==> src/patxd_defines.vh <==
// Register offsets, field positions, reset values and timing for the amp/tx control bank.
`ifndef PATXD_DEFINES_VH
`define PATXD_DEFINES_VH
`define PATXD_ADDR_W 10
`define PATXD_OFS_AMP_CTRL 10'h013
`define PATXD_OFS_LATENCY 10'h014
`define PATXD_OFS_PLL_EVT 10'h01F
`define PATXD_OFS_TXEN_MASK 10'h012
`define PATXD_BIT_FROM_PROT 6
`define PATXD_BIT_FROM_TXSEQ 5
`define PATXD_BIT_FROM_BLANK 4
`define PATXD_BIT_FROM_SW 3
`define PATXD_BIT_SW_ON_OFF 2
`define PATXD_BIT_SW_TX_OVR 1
`define PATXD_BIT_SW_TX_LVL 0
`define PATXD_BIT_UNLOCK_EN 5
`define PATXD_BIT_LOCK_EN 4
`define PATXD_BIT_DUAL_A_MASK 6
`define PATXD_RST_AMP_CTRL 8'h20
`define PATXD_RST_LATENCY 8'h08
`define PATXD_RST_PLL_EVT 8'h00
`define PATXD_RST_TXEN_MASK 8'h00
`define PATXD_AMP_CTRL_MASK 8'h7F
`define PATXD_LATENCY_MASK 8'h0F
`define PATXD_PLL_EVT_MASK 8'hFF
`define PATXD_TXEN_MASK_MASK 8'hC0
`define PATXD_LAT_ZERO_CODE 5'h08
`define PATXD_RST_LAT_CODE 4'h8
`endif

==> src/patxd_ctrl.v <==
// Power-amp enable source select, transmit-enable override, coarse latency and PLL event enables.
`timescale 1ns/1ps
`default_nettype none
`include "patxd_defines.vh"
// What this block does
// - Protection-source bit 6 lets amp protection logic steer amp enable; resets zero.
// - Bit 5 lets transmit-enable sequencer steer amp enable; resets one.
// - Bit 4 lets blanking sequencer steer amp enable; resets zero.
// - Bit 3 makes software bit 2 drive amp enable off, or on if no other selected source requests off.
// - Bit 1 replaces transmit-enable pins with software level bit 0.
// - Four-bit coarse latency code spans -4 to +3.5 clocks, 0 minimum.
// - Latency steps in half clock periods; field resets to 0x8.
// - Unlock event enable bit 5 flags clock PLL losing lock.
// - Lock event enable bit 4 flags clock PLL reaching lock.
// - Dual-A mask with transmit-enable 0 low powers down converters 0 and 1.
module patxd_ctrl #(
    parameter NUM_TXEN = 2
) (
    // Clock and reset.
    input wire clk,
    input wire nrst,
    // Register access port.
    input wire wr_en,
    input wire rd_en,
    input wire [`PATXD_ADDR_W-1:0] addr,
    input wire [7:0] wr_data,
    output reg [7:0] rd_data,
    output reg rd_valid,
    // Amp enable requests from internal sources, same clock.
    input wire prot_amp_req,
    input wire tx_seq_amp_req,
    input wire blank_seq_amp_req,
    // External pins and PLL lock status from outside the clock domain.
    input wire [NUM_TXEN-1:0] tx_enable_pins,
    input wire clock_pll_lock_flag,
    // Block outputs.
    output reg amp_enable,
    output reg [NUM_TXEN-1:0] transmit_enable_inputs,
    output reg [3:0] coarse_latency_code,
    output reg signed [4:0] latency_half_steps,
    output reg [1:0] dual_a_power_down,
    output reg clock_pll_unlock_event,
    output reg clock_pll_locked_event
);
    // ------------------------------------------------------------
    // Reset release and input synchronisers
    // ------------------------------------------------------------
    reg [1:0] rst_sync_reg;
    wire rst_n = rst_sync_reg[1];
    always @(posedge clk or negedge nrst) begin
        if (!nrst) begin
            rst_sync_reg <= 2'h0;
        end else begin
            rst_sync_reg <= {rst_sync_reg[0], 1'b1};
        end
    end
    reg [NUM_TXEN-1:0] pin_meta_reg;
    reg [NUM_TXEN-1:0] pin_sync_reg;
    reg lock_meta_reg;
    reg lock_sync_reg;
    reg lock_prev_reg;
    always @(posedge clk or negedge rst_n) begin
        if (!rst_n) begin
            pin_meta_reg <= {NUM_TXEN{1'b0}};
            pin_sync_reg <= {NUM_TXEN{1'b0}};
            lock_meta_reg <= 1'b0;
            lock_sync_reg <= 1'b0;
            lock_prev_reg <= 1'b0;
        end else begin
            pin_meta_reg <= tx_enable_pins;
            pin_sync_reg <= pin_meta_reg;
            lock_meta_reg <= clock_pll_lock_flag;
            lock_sync_reg <= lock_meta_reg;
            lock_prev_reg <= lock_sync_reg;
        end
    end
    // ------------------------------------------------------------
    // Register file
    // ------------------------------------------------------------
    reg [7:0] amp_ctrl_reg;
    reg [7:0] latency_reg;
    reg [7:0] pll_evt_reg;
    reg [7:0] txen_mask_reg;
    // Turns an offset into a one-hot register select; unmapped gives zero.
    function [3:0] reg_select;
        input [`PATXD_ADDR_W-1:0] ofs;
        begin
            case (ofs)
                `PATXD_OFS_TXEN_MASK: reg_select = 4'h1;
                `PATXD_OFS_AMP_CTRL: reg_select = 4'h2;
                `PATXD_OFS_LATENCY: reg_select = 4'h4;
                `PATXD_OFS_PLL_EVT: reg_select = 4'h8;
                default: reg_select = 4'h0;
            endcase
        end
    endfunction
    // A write to an unmapped offset selects nothing and is dropped.
    wire [3:0] wr_sel = wr_en ? reg_select(addr) : 4'h0;
    wire [3:0] rd_sel = reg_select(addr);
    // Reserved bits are masked on the way in, so they read zero, except in the PLL event register, whose mask keeps all eight bits.
    always @(posedge clk or negedge rst_n) begin
        if (!rst_n) begin
            txen_mask_reg <= `PATXD_RST_TXEN_MASK;
        end else if (wr_sel[0]) begin
            txen_mask_reg <= wr_data & `PATXD_TXEN_MASK_MASK;
        end
    end
    always @(posedge clk or negedge rst_n) begin
        if (!rst_n) begin
            amp_ctrl_reg <= `PATXD_RST_AMP_CTRL;
        end else if (wr_sel[1]) begin
            amp_ctrl_reg <= wr_data & `PATXD_AMP_CTRL_MASK;
        end
    end
    always @(posedge clk or negedge rst_n) begin
        if (!rst_n) begin
            latency_reg <= `PATXD_RST_LATENCY;
        end else if (wr_sel[2]) begin
            latency_reg <= wr_data & `PATXD_LATENCY_MASK;
        end
    end
    always @(posedge clk or negedge rst_n) begin
        if (!rst_n) begin
            pll_evt_reg <= `PATXD_RST_PLL_EVT;
        end else if (wr_sel[3]) begin
            pll_evt_reg <= wr_data & `PATXD_PLL_EVT_MASK;
        end
    end
    // Reads answer one cycle later; unmapped offsets read as zero.
    reg [7:0] rd_next;
    always @* begin
        case (rd_sel)
            4'h1: rd_next = txen_mask_reg;
            4'h2: rd_next = amp_ctrl_reg;
            4'h4: rd_next = latency_reg;
            4'h8: rd_next = pll_evt_reg;
            default: rd_next = 8'h00;
        endcase
    end
    // ------------------------------------------------------------
    // Amp enable combination and transmit-enable selection
    // ------------------------------------------------------------
    wire sel_prot = amp_ctrl_reg[`PATXD_BIT_FROM_PROT];
    wire sel_txseq = amp_ctrl_reg[`PATXD_BIT_FROM_TXSEQ];
    wire sel_blank = amp_ctrl_reg[`PATXD_BIT_FROM_BLANK];
    wire sel_sw = amp_ctrl_reg[`PATXD_BIT_FROM_SW];
    wire sw_on = amp_ctrl_reg[`PATXD_BIT_SW_ON_OFF];
    wire sw_tx_ovr = amp_ctrl_reg[`PATXD_BIT_SW_TX_OVR];
    wire sw_tx_lvl = amp_ctrl_reg[`PATXD_BIT_SW_TX_LVL];
    // A selected source that requests off wins; with none selected the amp
    // stays off, so a cleared select field cannot leave the amp running.
    wire any_sel = sel_prot | sel_txseq | sel_blank | sel_sw;
    wire amp_next = any_sel
        & (~sel_prot | prot_amp_req)
        & (~sel_txseq | tx_seq_amp_req)
        & (~sel_blank | blank_seq_amp_req)
        & (~sel_sw | sw_on);
    wire [NUM_TXEN-1:0] txen_next = sw_tx_ovr ?
        {NUM_TXEN{sw_tx_lvl}} : pin_sync_reg;
    wire dual_a_off = txen_mask_reg[`PATXD_BIT_DUAL_A_MASK] & ~txen_next[0];
    // Code 8 is zero offset; each code step is half a converter clock.
    wire [4:0] half_raw = {1'b0, latency_reg[3:0]} - `PATXD_LAT_ZERO_CODE;
    wire signed [4:0] half_next = $signed(half_raw);
    // Lock edges are taken from the synchronised copy only.
    wire unlock_seen = lock_prev_reg & ~lock_sync_reg;
    wire lock_seen = ~lock_prev_reg & lock_sync_reg;
    // ------------------------------------------------------------
    // Read answer
    // ------------------------------------------------------------
    always @(posedge clk or negedge rst_n) begin
        if (!rst_n) begin
            rd_data <= 8'h00;
            rd_valid <= 1'b0;
        end else begin
            rd_data <= rd_en ? rd_next : 8'h00;
            rd_valid <= rd_en;
        end
    end
    // ------------------------------------------------------------
    // Amp enable, transmit-enable and power-down outputs
    // ------------------------------------------------------------
    // The pins reach these outputs three edges after they change.
    always @(posedge clk or negedge rst_n) begin
        if (!rst_n) begin
            amp_enable <= 1'b0;
            transmit_enable_inputs <= {NUM_TXEN{1'b0}};
            dual_a_power_down <= 2'h0;
        end else begin
            amp_enable <= amp_next;
            transmit_enable_inputs <= txen_next;
            dual_a_power_down <= {2{dual_a_off}};
        end
    end
    // ------------------------------------------------------------
    // Coarse latency outputs
    // ------------------------------------------------------------
    // Code 0 gives minus eight half steps and code 15 plus seven.
    always @(posedge clk or negedge rst_n) begin
        if (!rst_n) begin
            coarse_latency_code <= `PATXD_RST_LAT_CODE;
            latency_half_steps <= 5'h00;
        end else begin
            coarse_latency_code <= latency_reg[3:0];
            latency_half_steps <= half_next;
        end
    end
    // ------------------------------------------------------------
    // Clock PLL lock events
    // ------------------------------------------------------------
    // Each event is a one-cycle pulse, enabled per direction.
    always @(posedge clk or negedge rst_n) begin
        if (!rst_n) begin
            clock_pll_unlock_event <= 1'b0;
            clock_pll_locked_event <= 1'b0;
        end else begin
            clock_pll_unlock_event <= pll_evt_reg[`PATXD_BIT_UNLOCK_EN]
                & unlock_seen;
            clock_pll_locked_event <= pll_evt_reg[`PATXD_BIT_LOCK_EN]
                & lock_seen;
        end
    end
endmodule // patxd_ctrl
`default_nettype wire

==> config.mk <==
export PLATFORM = sky130hd
export DESIGN_NAME = patxd_ctrl
export DESIGN_NICKNAME = d
export VERILOG_FILES = /design/src/patxd_ctrl.v
export VERILOG_INCLUDE_DIRS = /design/src
export SDC_FILE = /design/constraint.sdc
export NUM_CORES = 1
export LEC_CHECK = 0
export BUFFER_PORTS_ARGS = -buffer_cell sky130_fd_sc_hd__buf_2
export CAP_MARGIN = 25
export CORE_MARGIN = 4
export CORE_UTILIZATION = 55
export CTS_CLUSTER_DIAMETER = 50
export CTS_CLUSTER_SIZE = 12
export DETAILED_ROUTE_END_ITERATION = 8
export HOLD_SLACK_MARGIN = 0.1
export PLACE_DENSITY = 0.83
export SLEW_MARGIN = 20
export SYNTH_ARGS = -nofsm -noshare
export SYNTH_HDL_FRONTEND = slang
export SYNTH_SLANG_ARGS = --single-unit
==> constraint.sdc <==
create_clock -name clk -period 3.3 [get_ports clk]
set_clock_uncertainty 0.2 [all_clocks]
set_input_delay 0.165 -clock clk [delete_from_list [all_inputs] [get_ports clk]]
set_output_delay 0.165 -clock clk [all_outputs]
set_load 0.01 [all_outputs]
# Yosys cells after proc, flatten, opt, wreduce, memory -nomap -nowiden
# Cells that the tools add are included.
[classes] bitwise=23 muxes=5 n_eq_ne=8 shifts=0 n_reduce_logical=0 div=0 n_lt_le_gt_ge=0 n_addsub=1 mul=0
[op_table] operator="10-bit by 5-bit equality test with 1-bit output, second input constant" count=4
[op_table] operator="8-bit case mux with 4 select lines" count=1
[op_table] operator="4-bit case mux with 4 select lines" count=1
[op_table] operator="1-bit AND" count=9
[op_table] operator="8-bit 2-to-1 mux" count=1
[op_table] operator="1-bit inverter" count=7
[op_table] operator="1-bit bitwise OR" count=7
[op_table] operator="4-bit by 4-bit subtractor with 5-bit output, second input constant" count=1
[op_table] operator="4-bit by 1-bit equality test with 1-bit output, second input constant" count=1
[op_table] operator="4-bit by 2-bit equality test with 1-bit output, second input constant" count=1
[op_table] operator="4-bit by 3-bit equality test with 1-bit output, second input constant" count=1
[op_table] operator="4-bit equality test, second input constant" count=1
[op_table] operator="4-bit 2-to-1 mux" count=1
[op_table] operator="2-bit 2-to-1 mux" count=1
[word_totals] latchBits=0 mem_bits_ro=0 mem_bits_rw=0 ff_bits=54 memories=0

# Longest topological paths before layout
[depth] depth_word=7 ltp_mapped=4 depth_no_buf=3

# Least setup slack after synthesis
# Ideal clock, no wire load.
[synth_path] kind="in2reg" start="input port addr[5]" end="register txen_mask_reg[6]" slack_ns=1.860 required_time_ns=2.975 cell_stages=4 arrival_ns=1.115 setup_ns=0.125 path_buffers=1 cell_sequence="nor4b_4 > buf_6 > nand4_1 > mux2_2"
[synth_between] elab_chain_cells=3 word_cells_on_any_way=6 classes_between="eq/ne (4); mux (2)"
[synth_rtl] item="start, declared" line="patxd_ctrl.v:25" text="input wire [`PATXD_ADDR_W-1:0] addr,"
[synth_rtl] item="10-bit by 5-bit equality test with 1-bit output" line="patxd_ctrl.v:88" text="case (ofs)"
[synth_rtl] item="4-bit case mux with 4 select lines (*)" line="patxd_ctrl.v:88"
[synth_rtl] item="4-bit 2-to-1 mux (*)" line="patxd_ctrl.v:98" text="wire [3:0] wr_sel = wr_en ? reg_select(addr) : 4'h0;"
[synth_rtl] item="end signal, assigned" line="patxd_ctrl.v:103" text="txen_mask_reg <= `PATXD_RST_TXEN_MASK;"
[synth_rtl] item="end signal, assigned" line="patxd_ctrl.v:105" text="txen_mask_reg <= wr_data & `PATXD_TXEN_MASK_MASK;"
[synth_rtl] item="end, declared" line="patxd_ctrl.v:83" text="reg [7:0] txen_mask_reg;"
# Every way passes the cells marked *; elsewhere a longest branch is shown, timed or not.
# A chain may end at the register's enable or synchronous reset.

# Worst setup path after layout
[layout_path] start="input port addr[5]" end="register rd_data[3]"
[layout_between] elab_chain_cells=5 word_cells_on_any_way=11 classes_between="eq/ne (8); mux (3)"
[layout_rtl] item="10-bit by 5-bit equality test with 1-bit output" line="patxd_ctrl.v:88"
[layout_rtl] item="4-bit case mux with 4 select lines (*)" line="patxd_ctrl.v:88"
[layout_rtl] item="4-bit equality test (tied with other cells)" line="patxd_ctrl.v:132" text="case (rd_sel)"
[layout_rtl] item="8-bit case mux with 4 select lines (*)" line="patxd_ctrl.v:132"
[layout_rtl] item="8-bit 2-to-1 mux (*)" line="patxd_ctrl.v:175" text="rd_data <= rd_en ? rd_next : 8'h00;"
[layout_rtl] item="end signal, assigned" line="patxd_ctrl.v:175"
[layout_rtl] item="end, declared" line="patxd_ctrl.v:27" text="output reg [7:0] rd_data,"
# Marked as above.

==> impl_metrics.csv <==
group,metric,value,unit
outcome,outcome,"finished, final reports clean",
yosys,yosysWarnings,0,
floorplan,dieArea,4713,um2
timing,hold_violations,0,
worst_hold_path,hp-class,"flop to async pin",
clock_tree,htreeDepth,2,
finish,final_area,2619,um2
clock_tree,clk_pin_slew_worst_paths,80,ps
grt,grtUsageTotal,19.98,%
detailed_routing,vias,1469,
grt,grt_pass1_vias,1442,
floorplan,die_w,68.65,um
finish,regArea,1259,um2
finish,multi_input_area,681.9,um2
placement,place_area,2286,um2
finish,drive_gt1_share,38.77,%
grt,grt_start_max_net_pins,49,
detailed_routing,wire_per_inst,15.11,um
detailed_routing,ant_nets,0,
timing,relSlewSlack,52.88,%
yosys,ys_seq_area_share,62.03,%
yosys,synth_top_area_cell,"dfrtp_1",
grt,grt_pass1_wl,6.630,mm
clock_tree,cts_tree,"done",
placement,gp_congestion,0.8329,
timing,final_max_slew_viol_count,0,
detailed_routing,viasPerCell,5.381,
clock_tree,numCtsBuffers,5,
clock_tree,cts-root-buf,"clkbuf_8",
finish,antenna_cells,0,
placement,dpl.hpwl,2.864,mm
power_and_ir_drop,leakagePower,1.298,nW
setup_path,crit_path_max_fanout,8,
clock_tree,cts.sinks,50,
clock_tree,cts_resized,0,
yosys,syn-cell-area,2023,um2
yosys,syn_avg_cell_area,13.49,um2
setup_path,required,3290,ps
yosys,ys_ff_latch,50,
power_and_ir_drop,pwr_density_cell,402.5,nW/um2
setup_path,cp-start-kind,"input pin",
grt,grt_overflow,0,
timing,fin_crit_sh,76.93,%
yosys,synth_cell_type_count,30,
floorplan,rows,21,
timing,setup-tns-final,0,ps
timing,max_freq,393.9,MHz
finish,syn_to_final_growth,29.44,%
clock_tree,hold_buffers,25,
yosys,syn_nets,178,
detailed_routing,drc_errors,0,
detailed_routing,drt_iter0_drc,77,
placement,pre_cts_slack,1245,ps
yosys,synth_area_leaders,"dfrtp_1, mux2_2, dfstp_2",
run,maxCapViolCount,0,
floorplan,initial_core_util,58.78,%
timing,setup_viol,0,
placement,numPortBuffers,52,
detailed_routing,wl,4.126,mm
timing,rsz0062_at_grt,"false",
yosys,yosysTopAreaCellShare,58.13,%
detailed_routing,drt_pass1_iterations,5,
yosys,postSynthCellCount,150,
floorplan,fp.dieH,68.65,um
clock_tree,clkLatencyLatePin,300,ps
finish,final.fill_count,219,
clock_tree,cts_buffer_depth,2,
timing,fin_ws,761.4,ps
setup_path,arrival,2530,ps
setup_path,end_kind,"flop",
finish,nets,254,
power_and_ir_drop,peakVddDrop,0.4008,mV
grt,grt_antenna_before_repair,0,
floorplan,core,3442,um2
clock_tree,post_cts_buffers,0,
setup_path,crit_type,"input pin to flop",
floorplan,num_io_pins,53,
timing,worst_slew_pin_slew,702.5,ps
timing,period_needed,2539,ps
per-layer routing:
layer	vias up	wire length (um)	track usage [%]	part of all wire, %
met2	52	2224	35.76	54
met3	6	264	5.511	6.4
met5	-	0	0	0
li1	694	-	-	-
met1	717	1575	22.06	38
met4	0	62	8.437	1.5
cell families after synthesis:
kind of cell           synth area share (%)
AOI/OAI and AO/OA                     6.431
muxes                                 11.69
buffers and inverters                 4.268
other                                0.1854
and+or+nand+nor                       15.40
DFF                                   62.03
area by class of cell:
cell class,instances,share of cell area [%]
clock buffers,8,3.058
well taps,46,2.198
inverters,8,1.147
multi-input cells,84,26.04
flip-flops and latches,50,48.07
repair buffers,77,19.49
cell usage after synthesis:
| cell | number |
|---|---|
| and3_1 | 6 |
| nand3_1 | 2 |
| and2_1 | 2 |
| nor4b_4 | 2 |
| nand4_2 | 1 |
| a22oi_1 | 3 |
| clkbuf_1 | 2 |
| nor4_1 | 3 |
| nand2_1 | 4 |
| nor3_1 | 3 |
| and4_1 | 1 |
| conb_1 | 1 |
| nand4_1 | 5 |
| and3b_1 | 1 |
| dfrtp_1 | 47 |
| dfstp_2 | 3 |
| and4bb_2 | 1 |
| mux2_2 | 21 |
| o22ai_1 | 2 |
| nor3b_2 | 1 |
| nor2_1 | 4 |
| buf_4 | 5 |
| inv_1 | 8 |
| a211oi_1 | 6 |
| nor2b_1 | 1 |
| o21ai_0 | 4 |
| nand3_2 | 1 |
| nor3b_1 | 5 |
| o211ai_1 | 4 |
| buf_6 | 1 |
cell usage in the layout, fill, tap and decap left out, types with 3 or more instances in the layout:
cell type	n
nor3_1	3
buf_2	52
nand4_1	5
mux2_2	21
nand2_1	4
clkbuf_8	5
dfrtp_1	46
nor3b_1	5
clkbuf_1	3
a211oi_1	6
nor4_1	3
nor2_1	4
dfstp_2	3
and3_1	6
dlygate4sd3_1	25
o21ai_0	4
inv_1	8
o211ai_1	4
a22oi_1	3
report_power, final:
group	switching (mW)	internal [mW]	leakage, nW	total (mW)
clock	0.183	0.151	0.0395	0.334
sequential	0.0158	0.626	0.653	0.642
combinational	0.0355	0.0431	0.606	0.0786
total	0.234	0.820	1.30	1.05
final timing paths:
check,from,end,slack [ps],depth (start not counted)
max in group asynchronous,nrst,rst_sync_reg[1],2260,3
worst max register to register,amp_ctrl_reg[6],rd_data[6],1620,4
worst min-delay path,rst_sync_reg[1],pin_sync_reg[1],140,0
worst min register to register,rst_sync_reg[1],pin_sync_reg[1],140,0
worst max-delay path,addr[5],rd_data[3],760,6
min in group clk,addr[7],txen_mask_reg[7],150,4
stage by stage:
step	util (%)	power, mW	cells	hold WS [ps]
2_1_floorplan	-	0.6764	150	-330.6
3_3_place_gp	66.41	0.7075	240	-251.0
3_5_place_dp	66.41	0.7114	240	-245.3
4_1_cts	76.01	1.058	273	141.7
5_1_grt	76.08	1.100	273	154.7
6_report	76.08	1.054	273	141.2
critical path: stages:
cell,delay [ps]
dlygate4sd3_1,550
buf_2,140
nor4b_4,440
dlygate4sd3_1,770
nand4_1,140
a211oi_1,310
(Power assumes the default switching activity.)
